==> src/verilog/rxc_pkg.sv <==
package rxc_pkg;
   // Register bus geometry
   localparam int ADDR_W = 9;
   localparam int DATA_W = 8;
   localparam int SAMP_W = 12;

   // Register offsets
   localparam logic [8:0] OFS_MIX_DIV    = 9'h166;
   localparam logic [8:0] OFS_PWR_BYP    = 9'h167;
   localparam logic [8:0] OFS_ALIGN_OFF  = 9'h168;
   localparam logic [8:0] OFS_ALIGN_SRC  = 9'h169;
   localparam logic [8:0] OFS_ALIGN_STRB = 9'h16a;
   localparam logic [8:0] OFS_STATUS     = 9'h180;

   // Reset values
   localparam logic [7:0] RST_CFG = 8'h00;

   // rx_mixer_divider_ctrl fields
   localparam int B_MIX_EN     = 0;
   localparam int B_MIX_SEL    = 1;
   localparam int B_MIX_STEP   = 3;
   localparam int B_MIX_PRESET = 4;
   localparam int B_DIV_PRESET = 6;
   localparam int B_DIV_FLIP   = 7;

   // rx_power_bypass_ctrl fields
   localparam int B_CHAIN_OFF = 0;
   localparam int B_A_APPLY   = 1;
   localparam int B_A_PD      = 2;
   localparam int B_B_PD      = 3;
   localparam int B_B_APPLY   = 4;
   localparam int B_BYP       = 5;
   localparam int B_BYP_APPLY = 6;

   // Per-block bit order shared by disable, source and strobe registers
   localparam int B_MIX    = 0;
   localparam int B_DIV    = 1;
   localparam int B_IQOFS  = 2;
   localparam int B_IQGP   = 3;
   localparam int B_GLOBAL = 4;

   // Status register fields
   localparam int B_ST_PHASE = 0;
   localparam int B_ST_DIV   = 2;
   localparam int B_ST_PDA   = 3;
   localparam int B_ST_PDB   = 4;
   localparam int B_ST_OFF   = 5;

   // Output code of a powered-down channel (two's complement mid-scale)
   localparam logic [11:0] MID_CODE = 12'h000;

   // Default FIFO depth in samples
   localparam int FIFO_DEPTH = 32;

   // Coarse mixer modes
   typedef enum logic [1:0] {
      RXC_MIX_PASS = 2'h0,
      RXC_MIX_HALF = 2'h1,
      RXC_MIX_QPOS = 2'h2,
      RXC_MIX_QNEG = 2'h3
   } rxc_mix_mode_t;

   // One dual-channel sample, channel A as I and channel B as Q
   typedef struct packed {
      logic [SAMP_W-1:0] a;
      logic [SAMP_W-1:0] b;
   } rxc_sample_t;
endpackage

==> src/verilog/rxc_chain.sv <==
`timescale 1ns/10ps
// Contract
// - Mixer runs only while its enable is set.
// - Mode picks pass, Fs/2, +Fs/4 or -Fs/4.
// - Step bit rising advances mixer phase once, unsynced only.
// - Mixer sync loads the mixer phase preset.
// - Divider sync loads the divider phase preset.
// - Divider is used when decimation is enabled, except under bypass.
// - Flip bit rising inverts divider phase, unsynced only.
// - Chain off powers down all, outputs mid-code.
// - Channel down needs power-down and apply bits.
// - Without features or mixer, all four bits needed together.
// - Bypass plus apply routes inputs straight out.
// - Block sync disables act only under global disable.
// - Global sync on selected source rising edge.
// - Block source picks pin or block strobe.
// - Global source picks pin or global strobe.
// - Strobe bits zero to four, rising edge.

// Sample FIFO with a registered output stage
module rxc_fifo #(
   parameter int WIDTH = 24,
   parameter int DEPTH = 32
) (
   // Clock and reset
   input  wire logic             clk,
   input  wire logic             rst,
   // Fill side
   input  wire logic             in_valid,
   input  wire logic [WIDTH-1:0] in_data,
   output      logic             in_ready,
   // Drain side
   output      logic             out_valid,
   output      logic [WIDTH-1:0] out_data,
   input  wire logic             out_ready
);
   localparam int AW = $clog2(DEPTH);

   typedef struct packed {
      logic [AW-1:0]    wptr;
      logic [AW-1:0]    rptr;
      logic [AW:0]      count;
      logic             in_rdy;
      logic             out_v;
      logic [WIDTH-1:0] out_d;
   } rxc_fifo_st_t;

   rxc_fifo_st_t     st_reg;
   rxc_fifo_st_t     st_next;
   logic [WIDTH-1:0] mem [DEPTH];
   logic             push;
   logic             pop;

   // Ready is registered from the next count, so it never lies
   always_comb begin
      st_next = st_reg;
      push    = in_valid && st_reg.in_rdy;
      pop     = (st_reg.count != '0) && (!st_reg.out_v || out_ready);
      if (push) begin
         st_next.wptr = st_reg.wptr + 1'b1;
      end
      if (pop) begin
         st_next.rptr  = st_reg.rptr + 1'b1;
         st_next.out_v = 1'b1;
         st_next.out_d = mem[st_reg.rptr];
      end else if (out_ready) begin
         st_next.out_v = 1'b0;
      end
      st_next.count  = st_reg.count + (AW+1)'(push) - (AW+1)'(pop);
      st_next.in_rdy = st_next.count < (AW+1)'(DEPTH);
   end

   always_ff @(posedge clk or posedge rst) begin
      if (rst) begin
         st_reg        <= '0;
         st_reg.in_rdy <= 1'b1;
      end else begin
         st_reg <= st_next;
      end
   end

   // Storage has no reset; pointers guard stale words
   always_ff @(posedge clk) begin
      if (push) begin
         mem[st_reg.wptr] <= in_data;
      end
   end

   assign in_ready  = st_reg.in_rdy;
   assign out_valid = st_reg.out_v;
   assign out_data  = st_reg.out_d;
endmodule // rxc_fifo

// Receive chain mixer, divider, power and alignment control
module rxc_chain
   import rxc_pkg::*;
#(
   parameter int DEPTH = FIFO_DEPTH
) (
   // Clock and reset
   input  wire logic              SYS_CLK,
   input  wire logic              RST,
   // Register port
   input  wire logic [ADDR_W-1:0] REG_ADDR,
   input  wire logic [DATA_W-1:0] REG_WDATA,
   input  wire logic              REG_WR,
   input  wire logic              REG_RD,
   output      logic [DATA_W-1:0] REG_RDATA,
   // Alignment pin and neighbouring feature state
   input  wire logic              ALIGN_PIN,
   input  wire logic              DEC_EN,
   input  wire logic              FEATURE_EN,
   // Converter samples in
   input  wire logic              ADC_VALID,
   input  wire rxc_sample_t       ADC_DATA,
   output      logic              ADC_READY,
   // Samples out to the host
   output      logic              OUT_VALID,
   output      rxc_sample_t       OUT_DATA,
   input  wire logic              OUT_READY,
   // Power and alignment status
   output      logic              CHAIN_OFF,
   output      logic              CHAN_A_OFF,
   output      logic              CHAN_B_OFF,
   output      logic              IQ_OFFSET_ALIGN,
   output      logic              IQ_GAINPHASE_ALIGN
);
   typedef struct packed {
      logic [7:0] mix_div;
      logic [7:0] pwr_byp;
      logic [7:0] align_off;
      logic [7:0] align_src;
      logic [7:0] strobe;
      logic [4:0] strobe_prev;
      logic       step_prev;
      logic       flip_prev;
      logic       pin_prev;
      logic [1:0] mix_phase;
      logic       div_phase;
      logic [7:0] rdata;
      logic       chain_off;
      logic       pd_a;
      logic       pd_b;
      logic       iq_ofs_evt;
      logic       iq_gp_evt;
   } rxc_state_t;

   rxc_state_t  st_reg;
   rxc_state_t  st_next;
   rxc_sample_t mixed;
   rxc_sample_t result;
   logic        fifo_ready;
   logic        take;
   logic        keep;
   logic        pin_rise;
   logic [4:0]  strobe_rise;
   logic        glob_evt;
   logic        mix_sync;
   logic        div_sync;
   logic        mix_on;
   logic        byp_on;
   logic        pd_a_now;
   logic        pd_b_now;

   // Sync event for one block given its disable and source bits
   function automatic logic blk_sync(input logic glob_off,
                                     input logic blk_off,
                                     input logic from_reg,
                                     input logic pin_edge,
                                     input logic strobe_edge,
                                     input logic glob_edge);
      if (glob_off) begin
         blk_sync = !blk_off && (from_reg ? strobe_edge : pin_edge);
      end else begin
         blk_sync = glob_edge;
      end
   endfunction

   function automatic logic [11:0] neg(input logic [11:0] x);
      neg = 12'(-x);
   endfunction

   // Complex rotation of (A + jB) by the mixer mode and phase
   function automatic rxc_sample_t mix(input rxc_sample_t s,
                                       input rxc_mix_mode_t m,
                                       input logic [1:0] ph);
      mix = s;
      unique case (m)
         RXC_MIX_PASS: mix = s;
         RXC_MIX_HALF: if (ph[0]) begin
            mix = '{a: neg(s.a), b: neg(s.b)};
         end
         RXC_MIX_QPOS: unique case (ph)
            2'h0: mix = s;
            2'h1: mix = '{a: neg(s.b), b: s.a};
            2'h2: mix = '{a: neg(s.a), b: neg(s.b)};
            2'h3: mix = '{a: s.b, b: neg(s.a)};
         endcase
         RXC_MIX_QNEG: unique case (ph)
            2'h0: mix = s;
            2'h1: mix = '{a: s.b, b: neg(s.a)};
            2'h2: mix = '{a: neg(s.a), b: neg(s.b)};
            2'h3: mix = '{a: neg(s.b), b: s.a};
         endcase
      endcase
   endfunction

   // Edge detection against last cycle's register and pin values
   always_comb begin
      pin_rise    = ALIGN_PIN && !st_reg.pin_prev;
      strobe_rise = st_reg.strobe[4:0] & ~st_reg.strobe_prev;
      glob_evt    = !st_reg.align_off[B_GLOBAL] &&
                    (st_reg.align_src[B_GLOBAL] ? strobe_rise[B_GLOBAL]
                                                : pin_rise);
      mix_sync = blk_sync(st_reg.align_off[B_GLOBAL],
                          st_reg.align_off[B_MIX], st_reg.align_src[B_MIX],
                          pin_rise, strobe_rise[B_MIX], glob_evt);
      div_sync = blk_sync(st_reg.align_off[B_GLOBAL],
                          st_reg.align_off[B_DIV], st_reg.align_src[B_DIV],
                          pin_rise, strobe_rise[B_DIV], glob_evt);
   end

   // Power-down and path selection from the power register
   always_comb begin
      mix_on = st_reg.mix_div[B_MIX_EN];
      byp_on = st_reg.pwr_byp[B_BYP] && st_reg.pwr_byp[B_BYP_APPLY];
      if (FEATURE_EN || mix_on) begin
         pd_a_now = st_reg.pwr_byp[B_A_PD] && st_reg.pwr_byp[B_A_APPLY];
         pd_b_now = st_reg.pwr_byp[B_B_PD] && st_reg.pwr_byp[B_B_APPLY];
      end else begin
         pd_a_now = &{st_reg.pwr_byp[B_A_PD], st_reg.pwr_byp[B_A_APPLY],
                      st_reg.pwr_byp[B_B_PD], st_reg.pwr_byp[B_B_APPLY]};
         pd_b_now = pd_a_now;
      end
   end

   // Sample path: mixer, decimation pick, mid-code substitution
   always_comb begin
      take = ADC_VALID && fifo_ready;
      if (mix_on) begin
         mixed = mix(ADC_DATA, rxc_mix_mode_t'(st_reg.mix_div[2:1]),
                     st_reg.mix_phase);
      end else begin
         mixed = ADC_DATA;
      end
      // Bypass skips mixer and divider; latency through the FIFO is the same as the mixed path
      if (byp_on) begin
         result = ADC_DATA;
         keep   = 1'b1;
      end else begin
         result = mixed;
         keep   = !DEC_EN || !st_reg.div_phase;
      end
      if (st_reg.chain_off || st_reg.pd_a) begin
         result.a = MID_CODE;
      end
      if (st_reg.chain_off || st_reg.pd_b) begin
         result.b = MID_CODE;
      end
   end

   // Register file, phase control and status
   always_comb begin
      st_next             = st_reg;
      st_next.strobe_prev = st_reg.strobe[4:0];
      st_next.step_prev   = st_reg.mix_div[B_MIX_STEP];
      st_next.flip_prev   = st_reg.mix_div[B_DIV_FLIP];
      st_next.pin_prev    = ALIGN_PIN;
      st_next.chain_off   = st_reg.pwr_byp[B_CHAIN_OFF];
      st_next.pd_a        = pd_a_now;
      st_next.pd_b        = pd_b_now;
      st_next.iq_ofs_evt  = blk_sync(st_reg.align_off[B_GLOBAL],
                                     st_reg.align_off[B_IQOFS],
                                     st_reg.align_src[B_IQOFS], pin_rise,
                                     strobe_rise[B_IQOFS], glob_evt);
      st_next.iq_gp_evt   = blk_sync(st_reg.align_off[B_GLOBAL],
                                     st_reg.align_off[B_IQGP],
                                     st_reg.align_src[B_IQGP], pin_rise,
                                     strobe_rise[B_IQGP], glob_evt);

      // Phases stop advancing with samples while the whole chain is powered down; step, flip and sync still act
      if (take && !st_reg.pwr_byp[B_CHAIN_OFF]) begin
         st_next.mix_phase = st_reg.mix_phase + 2'h1;
         st_next.div_phase = !st_reg.div_phase;
      end
      // Step only works with both global and mixer syncing off
      if (st_reg.mix_div[B_MIX_STEP] && !st_reg.step_prev &&
          st_reg.align_off[B_GLOBAL] && st_reg.align_off[B_MIX]) begin
         st_next.mix_phase = st_next.mix_phase + 2'h1;
      end
      if (st_reg.mix_div[B_DIV_FLIP] && !st_reg.flip_prev &&
          st_reg.align_off[B_GLOBAL] && st_reg.align_off[B_DIV]) begin
         st_next.div_phase = !st_next.div_phase;
      end
      // Sync wins over free running and stepping
      if (mix_sync) begin
         st_next.mix_phase = st_reg.mix_div[B_MIX_PRESET +: 2];
      end
      if (div_sync) begin
         st_next.div_phase = st_reg.mix_div[B_DIV_PRESET];
      end

      if (REG_WR) begin
         unique case (REG_ADDR)
            OFS_MIX_DIV:    st_next.mix_div   = REG_WDATA;
            OFS_PWR_BYP:    st_next.pwr_byp   = REG_WDATA;
            OFS_ALIGN_OFF:  st_next.align_off = REG_WDATA;
            OFS_ALIGN_SRC:  st_next.align_src = REG_WDATA;
            OFS_ALIGN_STRB: st_next.strobe    = REG_WDATA;
            default: ;
         endcase
      end

      // Read data stands for exactly the cycle after the strobe
      st_next.rdata = 8'h00;
      if (REG_RD) begin
         unique case (REG_ADDR)
            OFS_MIX_DIV:    st_next.rdata = st_reg.mix_div;
            OFS_PWR_BYP:    st_next.rdata = st_reg.pwr_byp;
            OFS_ALIGN_OFF:  st_next.rdata = st_reg.align_off;
            OFS_ALIGN_SRC:  st_next.rdata = st_reg.align_src;
            OFS_ALIGN_STRB: st_next.rdata = st_reg.strobe;
            OFS_STATUS: begin
               st_next.rdata[B_ST_PHASE +: 2] = st_reg.mix_phase;
               st_next.rdata[B_ST_DIV]        = st_reg.div_phase;
               st_next.rdata[B_ST_PDA]        = st_reg.pd_a;
               st_next.rdata[B_ST_PDB]        = st_reg.pd_b;
               st_next.rdata[B_ST_OFF]        = st_reg.chain_off;
            end
            default: st_next.rdata = 8'h00;
         endcase
      end
   end

   always_ff @(posedge SYS_CLK or posedge RST) begin
      if (RST) begin
         st_reg           <= '0;
         st_reg.mix_div   <= RST_CFG;
         st_reg.pwr_byp   <= RST_CFG;
         st_reg.align_off <= RST_CFG;
         st_reg.align_src <= RST_CFG;
         st_reg.strobe    <= RST_CFG;
      end else begin
         st_reg <= st_next;
      end
   end

   // Decimated-away samples are consumed but never stored
   rxc_fifo #(
      .WIDTH ($bits(rxc_sample_t)),
      .DEPTH (DEPTH)
   ) u_fifo (
      .clk       (SYS_CLK),
      .rst       (RST),
      .in_valid  (take && keep),
      .in_data   (result),
      .in_ready  (fifo_ready),
      .out_valid (OUT_VALID),
      .out_data  (OUT_DATA),
      .out_ready (OUT_READY)
   );

   assign ADC_READY          = fifo_ready;
   assign REG_RDATA          = st_reg.rdata;
   assign CHAIN_OFF          = st_reg.chain_off;
   assign CHAN_A_OFF         = st_reg.pd_a;
   assign CHAN_B_OFF         = st_reg.pd_b;
   assign IQ_OFFSET_ALIGN    = st_reg.iq_ofs_evt;
   assign IQ_GAINPHASE_ALIGN = st_reg.iq_gp_evt;
endmodule // rxc_chain

==> config.mk <==
export PLATFORM = sky130hd
export DESIGN_NAME = rxc_chain
export DESIGN_NICKNAME = d
export VERILOG_FILES = /design/src/verilog/rxc_pkg.sv /design/src/verilog/rxc_chain.sv
export SDC_FILE = /design/constraint.sdc
export NUM_CORES = 1
export LEC_CHECK = 0
export BUFFER_PORTS_ARGS = -buffer_cell sky130_fd_sc_hd__buf_4
export CELL_PAD_IN_SITES_DETAIL_PLACEMENT = 1
export CELL_PAD_IN_SITES_GLOBAL_PLACEMENT = 2
export CORE_ASPECT_RATIO = 0.7
export CORE_MARGIN = 3
export CORE_UTILIZATION = 25
export DETAILED_ROUTE_END_ITERATION = 7
export GPL_TIMING_DRIVEN = 1
export PLACE_DENSITY = 0.44
export SLEW_MARGIN = 20
export SYNTH_ARGS = -nofsm -noshare
export SYNTH_HDL_FRONTEND = slang
export SYNTH_HIERARCHICAL = 1
export SYNTH_SLANG_ARGS = --single-unit
==> constraint.sdc <==
create_clock -name SYS_CLK -period 6.1 [get_ports SYS_CLK]
set_input_delay 0.61 -clock SYS_CLK [delete_from_list [all_inputs] [get_ports SYS_CLK]]
set_output_delay 0.61 -clock SYS_CLK [all_outputs]
set_load 0.005 [all_outputs]
==> results.md, run 1 <==
- The longest clock path from root to sink contains 3 buffers.
- The sequential fraction of the synthesis area is 0.702.
- The CTS clock-pin slew for the worst setup and hold paths is ~0.060 ns.
- The setup check on the worst reg-to-reg path leaves a slack of 2.02 ns.
- The relative slew slack is 0.184.
- Pin placement for this block handled 89 I/O pins.
- The peak supply drop is 0.297 mV.
- The path class of the tightest hold or removal check is input port to asynchronous set/reset pin.
- Dividing the final minimum period by the clock period gives 0.670.
- The CTS tree is built.
- Subtracting the final worst setup slack from the clock period gives roughly 4.1 ns.
- The flip-flop count of the largest register after layout is 768.
- Across every metal layer, demand over resource in global routing totals 0.174.
- Leaving out fill and tap cells, the most frequent cell in the layout is edfxtp_1.
- The routed design has 133000 microns of wire.
- The share of post-route cells with drive strength above 1 is 0.258.
- The count of buffers added on input and output ports is 88.
- The fmax is 245 MHz.
- The classification of the worst setup path is register to register.
- The share of total power dissipated in combinational logic is 0.279.
- In the synthesized netlist the async set-or-reset flop fraction comes to 0.121.
- The number of antenna violations at the first check in global routing is 11.
- The horizontal die dimension is 463 microns.
- The slowest stage of the critical path is the a41oi_4 cell.
- The per-cell routed wire length is roughly 31 microns.
- The worst setup path is captured at a register.
- The power density over the cells is approximately 410 nW/um^2.
- The die covers 151000 sq um.
- Leaving out fill and tap cells, the most frequent cells in the layout are 768 x edfxtp_1, 179 x buf_4, 153 x mux2i_1.
- The largest net degree at the start of global routing is 86.
- The critical path arrival is 4.45 ns.
- The count of unresolved DRC violations after routing is 0.
- The total power consumption of the routed design is between 15 and 20 mW.
- The static power due to leakage is approximately 14 nW.
- Setup repair after global routing left no endpoint under its margin.
- The worst-skew pair later-pin latency is around 0.71 ns.
- The count of fill cells added during filler insertion is around 15000.
- The biggest fanout along the worst timing path is 32.
- The congestion estimate from routability-driven global placement came to about 0.78.
- For this design the total switching power over the nets is 5.83 mW.
- The final-layout setup total negative slack is 0 ns.
- The number of instances in the synthesized netlist is ~2100.
- The remaining global-route overflow is 0.
- The placed wire-length estimate is 83600 microns.
- The count of cell types in the netlist is 74.
- The largest delay contributor family on the critical path is compound AO/OA/AOI/OAI gates.
- The root buffer cell is clkbuf_16.
- The number of global-route vias before repair is ~22000.
- In this run the mean area of a mapped cell was 17.3 sq um.
- The worst stage delay on the critical path is approximately 0.79 ns.
- The number of endpoints with negative hold slack in the final report is 0.
- The share of total power dissipated in the clock network is 0.313.
- The count of TritonRoute iterations in the first routing pass is 5.
- Cell internal power was estimated by the tool at 12.0 mW.
- Yosys mapped a number of flops with a built-in enable equal to roughly 770.
- The CTS buffer count is just over 90.
- The initial core utilization is 0.254.
- The die extent in y is 326 microns.
- The switching power as a share of total power is 0.328.
- Walking the worst path, the cells encountered are a21boi_1 -> o21a_1 -> nand3_1 -> or3_1 -> a41oi_4.
- The post-detailed-route via-to-cell ratio is about 4.9.
- The number of sinks on the clock net is approximately 900.
- STA classifies the critical path startpoint as a register.
- The run finished with clean final reports.
- In the synthesized netlist the dominant register cell turns out to be edfxtp_1.
- Counting both buffers and inverters, the worst setup path holds a total of 0.
- The number of max-slew violations in the final report was 0.
- Setup violations remaining at the end of the flow were counted as 0.
- At the end of the flow, the number of nets in the layout was 2304.
- The global-route wire length before repair is approximately 180000 microns.
- The count of nets left with antenna violations after detail routing is 0.
- The H-tree was split into 3 levels.
- The power share of the sequential group is 0.408.
- STA puts the critical path data required time at about 6.5 ns.
- The max-cap check violation count is 0.
- The net count after synthesis is approximately 2200.
- The mapped cell area is roughly 37000 sq um.
- The detailed router finished its first iteration with about 1900 violations.
- The growth of design area from synthesis to finish is 17.8%.
- Detailed routing inserted a total of approximately 21000 vias.
- The cell row count is around 120.
- The number of synthesis warnings is 6.
- The slew at the pin closest to its max-slew limit is ~1.2 ns.
- The core footprint is around 140000 sq um.
- For the final database, setup skew stands at between 0.02 and 0.03 ns.
- After synthesis the netlist holds a flip-flop and latch count of approximately 900.
## worst register-to-register path: stages, from the launching register on
cell	delay [ns]
dfrtp_1	0.40
a21boi_1	0.74
o21a_1	0.72
nand3_1	0.54
or3_1	0.54
a41oi_4	0.79
## final cells by class
cell class | count | area [sq um] | area share
Multi-Input combinational cell | 1050 | 10400 | 0.242
Tap cell | 1947 | 2440 | 0.0565
Inverter | 29 | 109 | 0.00252
Sequential cell | 874 | 25700 | 0.597
Clock inverter | 45 | 410 | 0.00951
Antenna cell | 5 | 12.5 | 0.000290
Timing Repair Buffer | 186 | 1460 | 0.0338
Clock buffer | 123 | 2530 | 0.0587
## cell usage after synthesis (all sizes together) (6+ instances only)
library cell,n,share of area
inv,29,0.0030
o221a,24,0.0074
nand2b,8,0.0014
o211ai,8,0.0016
a211o,25,0.0060
o31ai,7,0.0014
o2111ai,24,0.0057
nand3b,11,0.0026
nand2,103,0.011
nor2,101,0.010
nand3,7,0.00096
a31oi,21,0.0036
ha,19,0.0065
xnor2,24,0.0057
clkbuf,60,0.0061
a311oi,9,0.0022
o221ai,6,0.0014
mux2i,153,0.042
or4,6,0.0015
mux2,44,0.014
xor2,11,0.0026
dfrtp,105,0.072
mux4,144,0.089
a221oi,13,0.0033
o22a,25,0.0060
a22oi,14,0.0029
nor2b,8,0.0014
or3,15,0.0026
o22ai,32,0.0055
edfxtp,768,0.63
o21ai,59,0.0081
nor3,22,0.0036
a21oi,40,0.0055
a211oi,8,0.0016
buf,102,0.019
## power groups by stage
stage               Clock (mW)  Sequential [mW]  Combinational (mW)
detailed placement           0             7.39                5.06
floorplan                    0             7.00                3.46
global placement             0             7.39                5.07
global route              5.99             7.30                5.37
CTS                       5.75             7.27                5.07
finish                    5.56             7.26                4.96
## metrics by stage
step	hold slack [ns]	cell area, sq um	std cells	util	worst slack, ns
3_3_place_gp	0.433	40100	4081	0.278	1.72
3_5_place_dp	0.429	40100	4083	0.278	2.04
6_report	0.186	43100	4259	0.299	2.02
5_1_grt	0.152	43100	4255	0.299	1.76
4_1_cts	0.125	43100	4252	0.299	2.00
2_1_floorplan	0.381	36600	2115	-	0.887
## kinds of logic after synthesis
group	Yosys count	share of synthesized area
flip-flops	874	0.702
AO/OA/AOI/OAI	341	0.0684
multiplexers	341	0.144
AND/OR/NAND/NOR	313	0.0419
buffers and inverters	191	0.0283
XOR/XNOR	35	0.00837
adder cells (fa/ha/maj)	20	0.00704
## metal layers
| metal | vias up | part of all wire | wire length, microns | global-route usage |
|---|---|---|---|---|
| met5 | - | 0 | 0 | 0 |
| li1 | 8757 | - | - | - |
| met4 | 0 | 0.018 | 2340 | 0.0356 |
| met3 | 127 | 0.044 | 5910 | 0.0303 |
| met1 | 11500 | 0.51 | 67600 | 0.268 |
| met2 | 467 | 0.43 | 57200 | 0.256 |
## worst paths after layout
| check | startpoint | end | cells past startpoint |
|---|---|---|---|
| max in group asynchronous | RST | u_fifo/st_reg[32] | 3 |
| setup / recovery | mix_on | u_fifo/mem[25][10] | 5 |
| hold reg to reg | st_next[18] | st_reg[18] | 0 |
| hold / removal | RST | REG_RDATA[5] | 3 |
| setup reg to reg | mix_on | u_fifo/mem[25][10] | 5 |
| min in group SYS_CLK | REG_RD | REG_RDATA[6] | 3 |
## what timing repair did
item,in CTS,in global routing
hold buffers,1,0
gates resized for setup,0,0
setup endpoints to repair,0,0
endpoints found under the hold margin,1,0
buffers inserted,0,0
Power figures use the tool's default switching activity.
==> run 2: changes to the inputs <==
Clock period 6.1 ns to 4.2 ns, I/O delays scaled along.
==> run 2 against run 1 <==
- sequential cell count stayed put
- total power grew 44%
- count of clock-buffer cells in the layout is 5 lower
- combinational power up 45%
- worst hold slack got worse by 0.11 ns
- utilization is 0.080 points higher
- die area is the same
- register-to-register slack got worse by 1.0 ns
- critical path depth up 3
- clock skew is essentially flat
- critical endpoint is now u_fifo/mem[26][3]
- largest power group unchanged
==> results.md, run 2 (synthesized netlist as in run 1, its figures left out) <==
- The worst stage delay on the critical path is 0.45 ns (was 0.79 ns).
- The root buffer cell was clkbuf_16 (unchanged).
- The growth of design area from synthesis to finish was 18.1% (was 17.8%).
- The overall die area came to 151000 sq um (unchanged).
- The commonest non-fill, non-tap cell in the layout is edfxtp_1 (unchanged).
- The share of post-route cells with drive strength above 1 is 0.257 (was 0.258).
- RSZ-0062 raised after global routing: no (unchanged).
- The overall via count from detail_route was 20600 (was 20900).
- The core footprint was 144000 sq um (unchanged).
- The CTS buffer count is 90 (was 93).
- The total of endpoints with negative setup slack in the final report is 0 (unchanged).
- Cells traversed along the worst timing path: inv_1 -> ha_1 -> o21ai_0 -> nor2_1 -> nor4b_1 -> o32ai_1 -> a31oi_4 -> buf_4 (was a21boi_1 -> o21a_1 -> nand3_1 -> or3_1 -> a41oi_4).
- The setup skew after layout is 0.0276 ns (about the same).
- The static power due to leakage is 14.2 nW (about the same).
- The worst-path cell with the longest stage delay was dfrtp_1 (was a41oi_4).
- The worst-skew pair later-pin latency is 0.68 ns (was 0.71 ns).
- Most used cells in the layout excluding fill and tap cells: 768 x edfxtp_1, 180 x buf_4, 153 x mux2i_1 (was 768 x edfxtp_1, 179 x buf_4, 153 x mux2i_1).
- The number of resized instances in the post-cts repair step came to 0 (unchanged).
- The final critical-path share of the clock period came to 0.769 (was 0.670).
- The count of fill cells added during filler insertion is 14900 (about the same).
- The number of I/O pins is 89 (unchanged).
- The max-cap check violation count was 0 (unchanged).
- The flip-flop count of the largest register after layout is 768 (unchanged).
- The CTS tree is built (unchanged).
- The largest delay contributor family on the critical path is compound AO/OA/AOI/OAI gates (unchanged).
- The remaining global-route overflow came to 0 (unchanged).
- The peak supply drop came to 0.804 mV (was 0.297 mV).
- The met1 track demand over resource in global routing is 0.249 (was 0.268).
- The global-route wire length before repair was 172000 microns (was 184000 microns).
- The number of DRC violations after detailed-routing iteration 0 is 1776 (was 1899).
- The number of cells in the finished layout apart from fillers is 4278 (was 4259).
- The final-layout setup total negative slack is 0 ns (unchanged).
- The number of max-slew violations in the final report is 0 (unchanged).
- The number of global-route vias before repair came to 21800 (was 21900).
- The per-cell routed wire length is 28.3 microns (was 31.2 microns).
- The biggest fanout along the worst timing path is 33 (was 32).
- The count of nets left with antenna violations after detail routing was 0 (unchanged).
- The die extent in y was 326 microns (unchanged).
- The quantity of hold-fixing buffers added after cts is 10 (was 1).
- The H-tree depth is 3 (unchanged).
- The worst hold slack is 0.0737 ns (was 0.186 ns).
- The final critical path time including I/O delays and setup was 3.23 ns (was 4.08 ns).
- The largest net degree at the start of global routing is 89 (was 86).
- The CTS clock-pin slew for the worst setup and hold paths is 0.06 ns (about the same).
- The number of sinks on the clock net is 874 (unchanged).
- The number of buffers and inverters on the critical path was 2 (was 0).
- The critical path arrival is 3.66 ns (was 4.45 ns).
- The total wire length after detailed routing was 121000 microns (was 133000 microns).
- The number of post-CTS setup repair buffers is 0 (unchanged).
- The initial core utilization is 0.254 (unchanged).
- The number of nets in the layout is 2315 (was 2304).
- The relative slew slack was 0.277 (was 0.184).
- The kind of end point of the critical path was a register (unchanged).
- The power density over the cells is 591 nW/um^2 (was 412 nW/um^2).
- The cell row count came to 116 (unchanged).
- The cell total after placement is 4090 (was 4083).
- Run status: finished, final reports clean (unchanged).
- The final core utilization came to 0.300 (was 0.299).
- The post-detailed-route via-to-cell ratio is 4.81 (was 4.91).
- The clock tree buffer depth came to 3 (unchanged).
- The worst min-delay path category was input port to register (was input port to asynchronous set/reset pin).
- The most congested layer reported by global routing is met1 (unchanged).
- The global placement routability congestion was 0.764 (was 0.781).
- The fmax is 310 MHz (was 245 MHz).
- The number of antenna violations at the first check in global routing is 11 (unchanged).
- The placed wire-length estimate was 76100 microns (was 83600 microns).
- The aggregate global-route resource usage is 0.159 (was 0.174).
- The number of endpoints with negative hold slack in the final report is 0 (unchanged).
- The count of unresolved DRC violations after routing is 0 (unchanged).
- The number of buffers inserted by port buffering came to 88 (unchanged).
- The total power consumption of the routed design is 25.5 mW (was 17.8 mW).
- The slew at the pin closest to its max-slew limit is 1.08 ns (was 1.22 ns).
- The kind of launch point of the worst setup path was a register (unchanged).
- The data required time of the worst path is 4.63 ns (was 6.47 ns).
- The count of TritonRoute iterations in the first routing pass is 7 (was 5).
- The global routing met2 resource utilization is 0.233 (was 0.256).
- The met3 usage is 0.0243 (was 0.0303).
- The classification of the worst setup path is register to register (unchanged).
- The horizontal die dimension is 463 microns (unchanged).
run 2: worst register-to-register path: cells and delay by family (launching register included):
family | cells | cell delay, ns
buffers and inverters | 2 | 0.52
and+or+nand+nor | 2 | 0.76
adders and majority gates | 1 | 0.45
AOI/OAI and AO/OA | 3 | 0.77
DFF | 1 | 0.45
run 2: area by class of cell:
cell class,instances,area (sq um),area share
antenna,8,20.0,0.000463
clock buffer,118,2470,0.0571
clock inverter,52,403,0.00932
inverter,29,109,0.00252
multi-input combinational,1050,10400,0.241
sequential,874,25700,0.595
tap,1947,2440,0.0563
timing repair buffer,200,1650,0.0382
run 2: metrics by stage:
step,setup WS [ns],cell area (sq um)
2_1_floorplan,0.230,36600
3_3_place_gp,0.879,40300
3_5_place_dp,0.857,40300
4_1_cts,0.959,43200
5_1_grt,0.715,43200
6_report,0.971,43200
run 2: per-layer routing:
layer	vias up	routed length, microns
li1	8777	-
met1	11300	63000
met2	388	52100
met3	115	4340
met4	0	1770
met5	-	0
run 2: where the power goes:
part / internal, mW / switching (mW)
combinational: 2.97 / 4.20
clock: 4.41 / 3.52
sequential: 9.86 / 0.588
run 2: worst paths after layout:
check,startpoint,endpoint,slack (ns),cells past startpoint
max in group asynchronous,RST,st_reg[15],2.77,4
min reg2reg,st_next[19],st_reg[19],0.43,0
max,st_reg[15],u_fifo/mem[26][3],0.97,8
min in group asynchronous,RST,st_reg[13],0.48,3
min,REG_WDATA[1],st_reg[41],0.07,2
max reg2reg,st_reg[15],u_fifo/mem[26][3],0.97,8
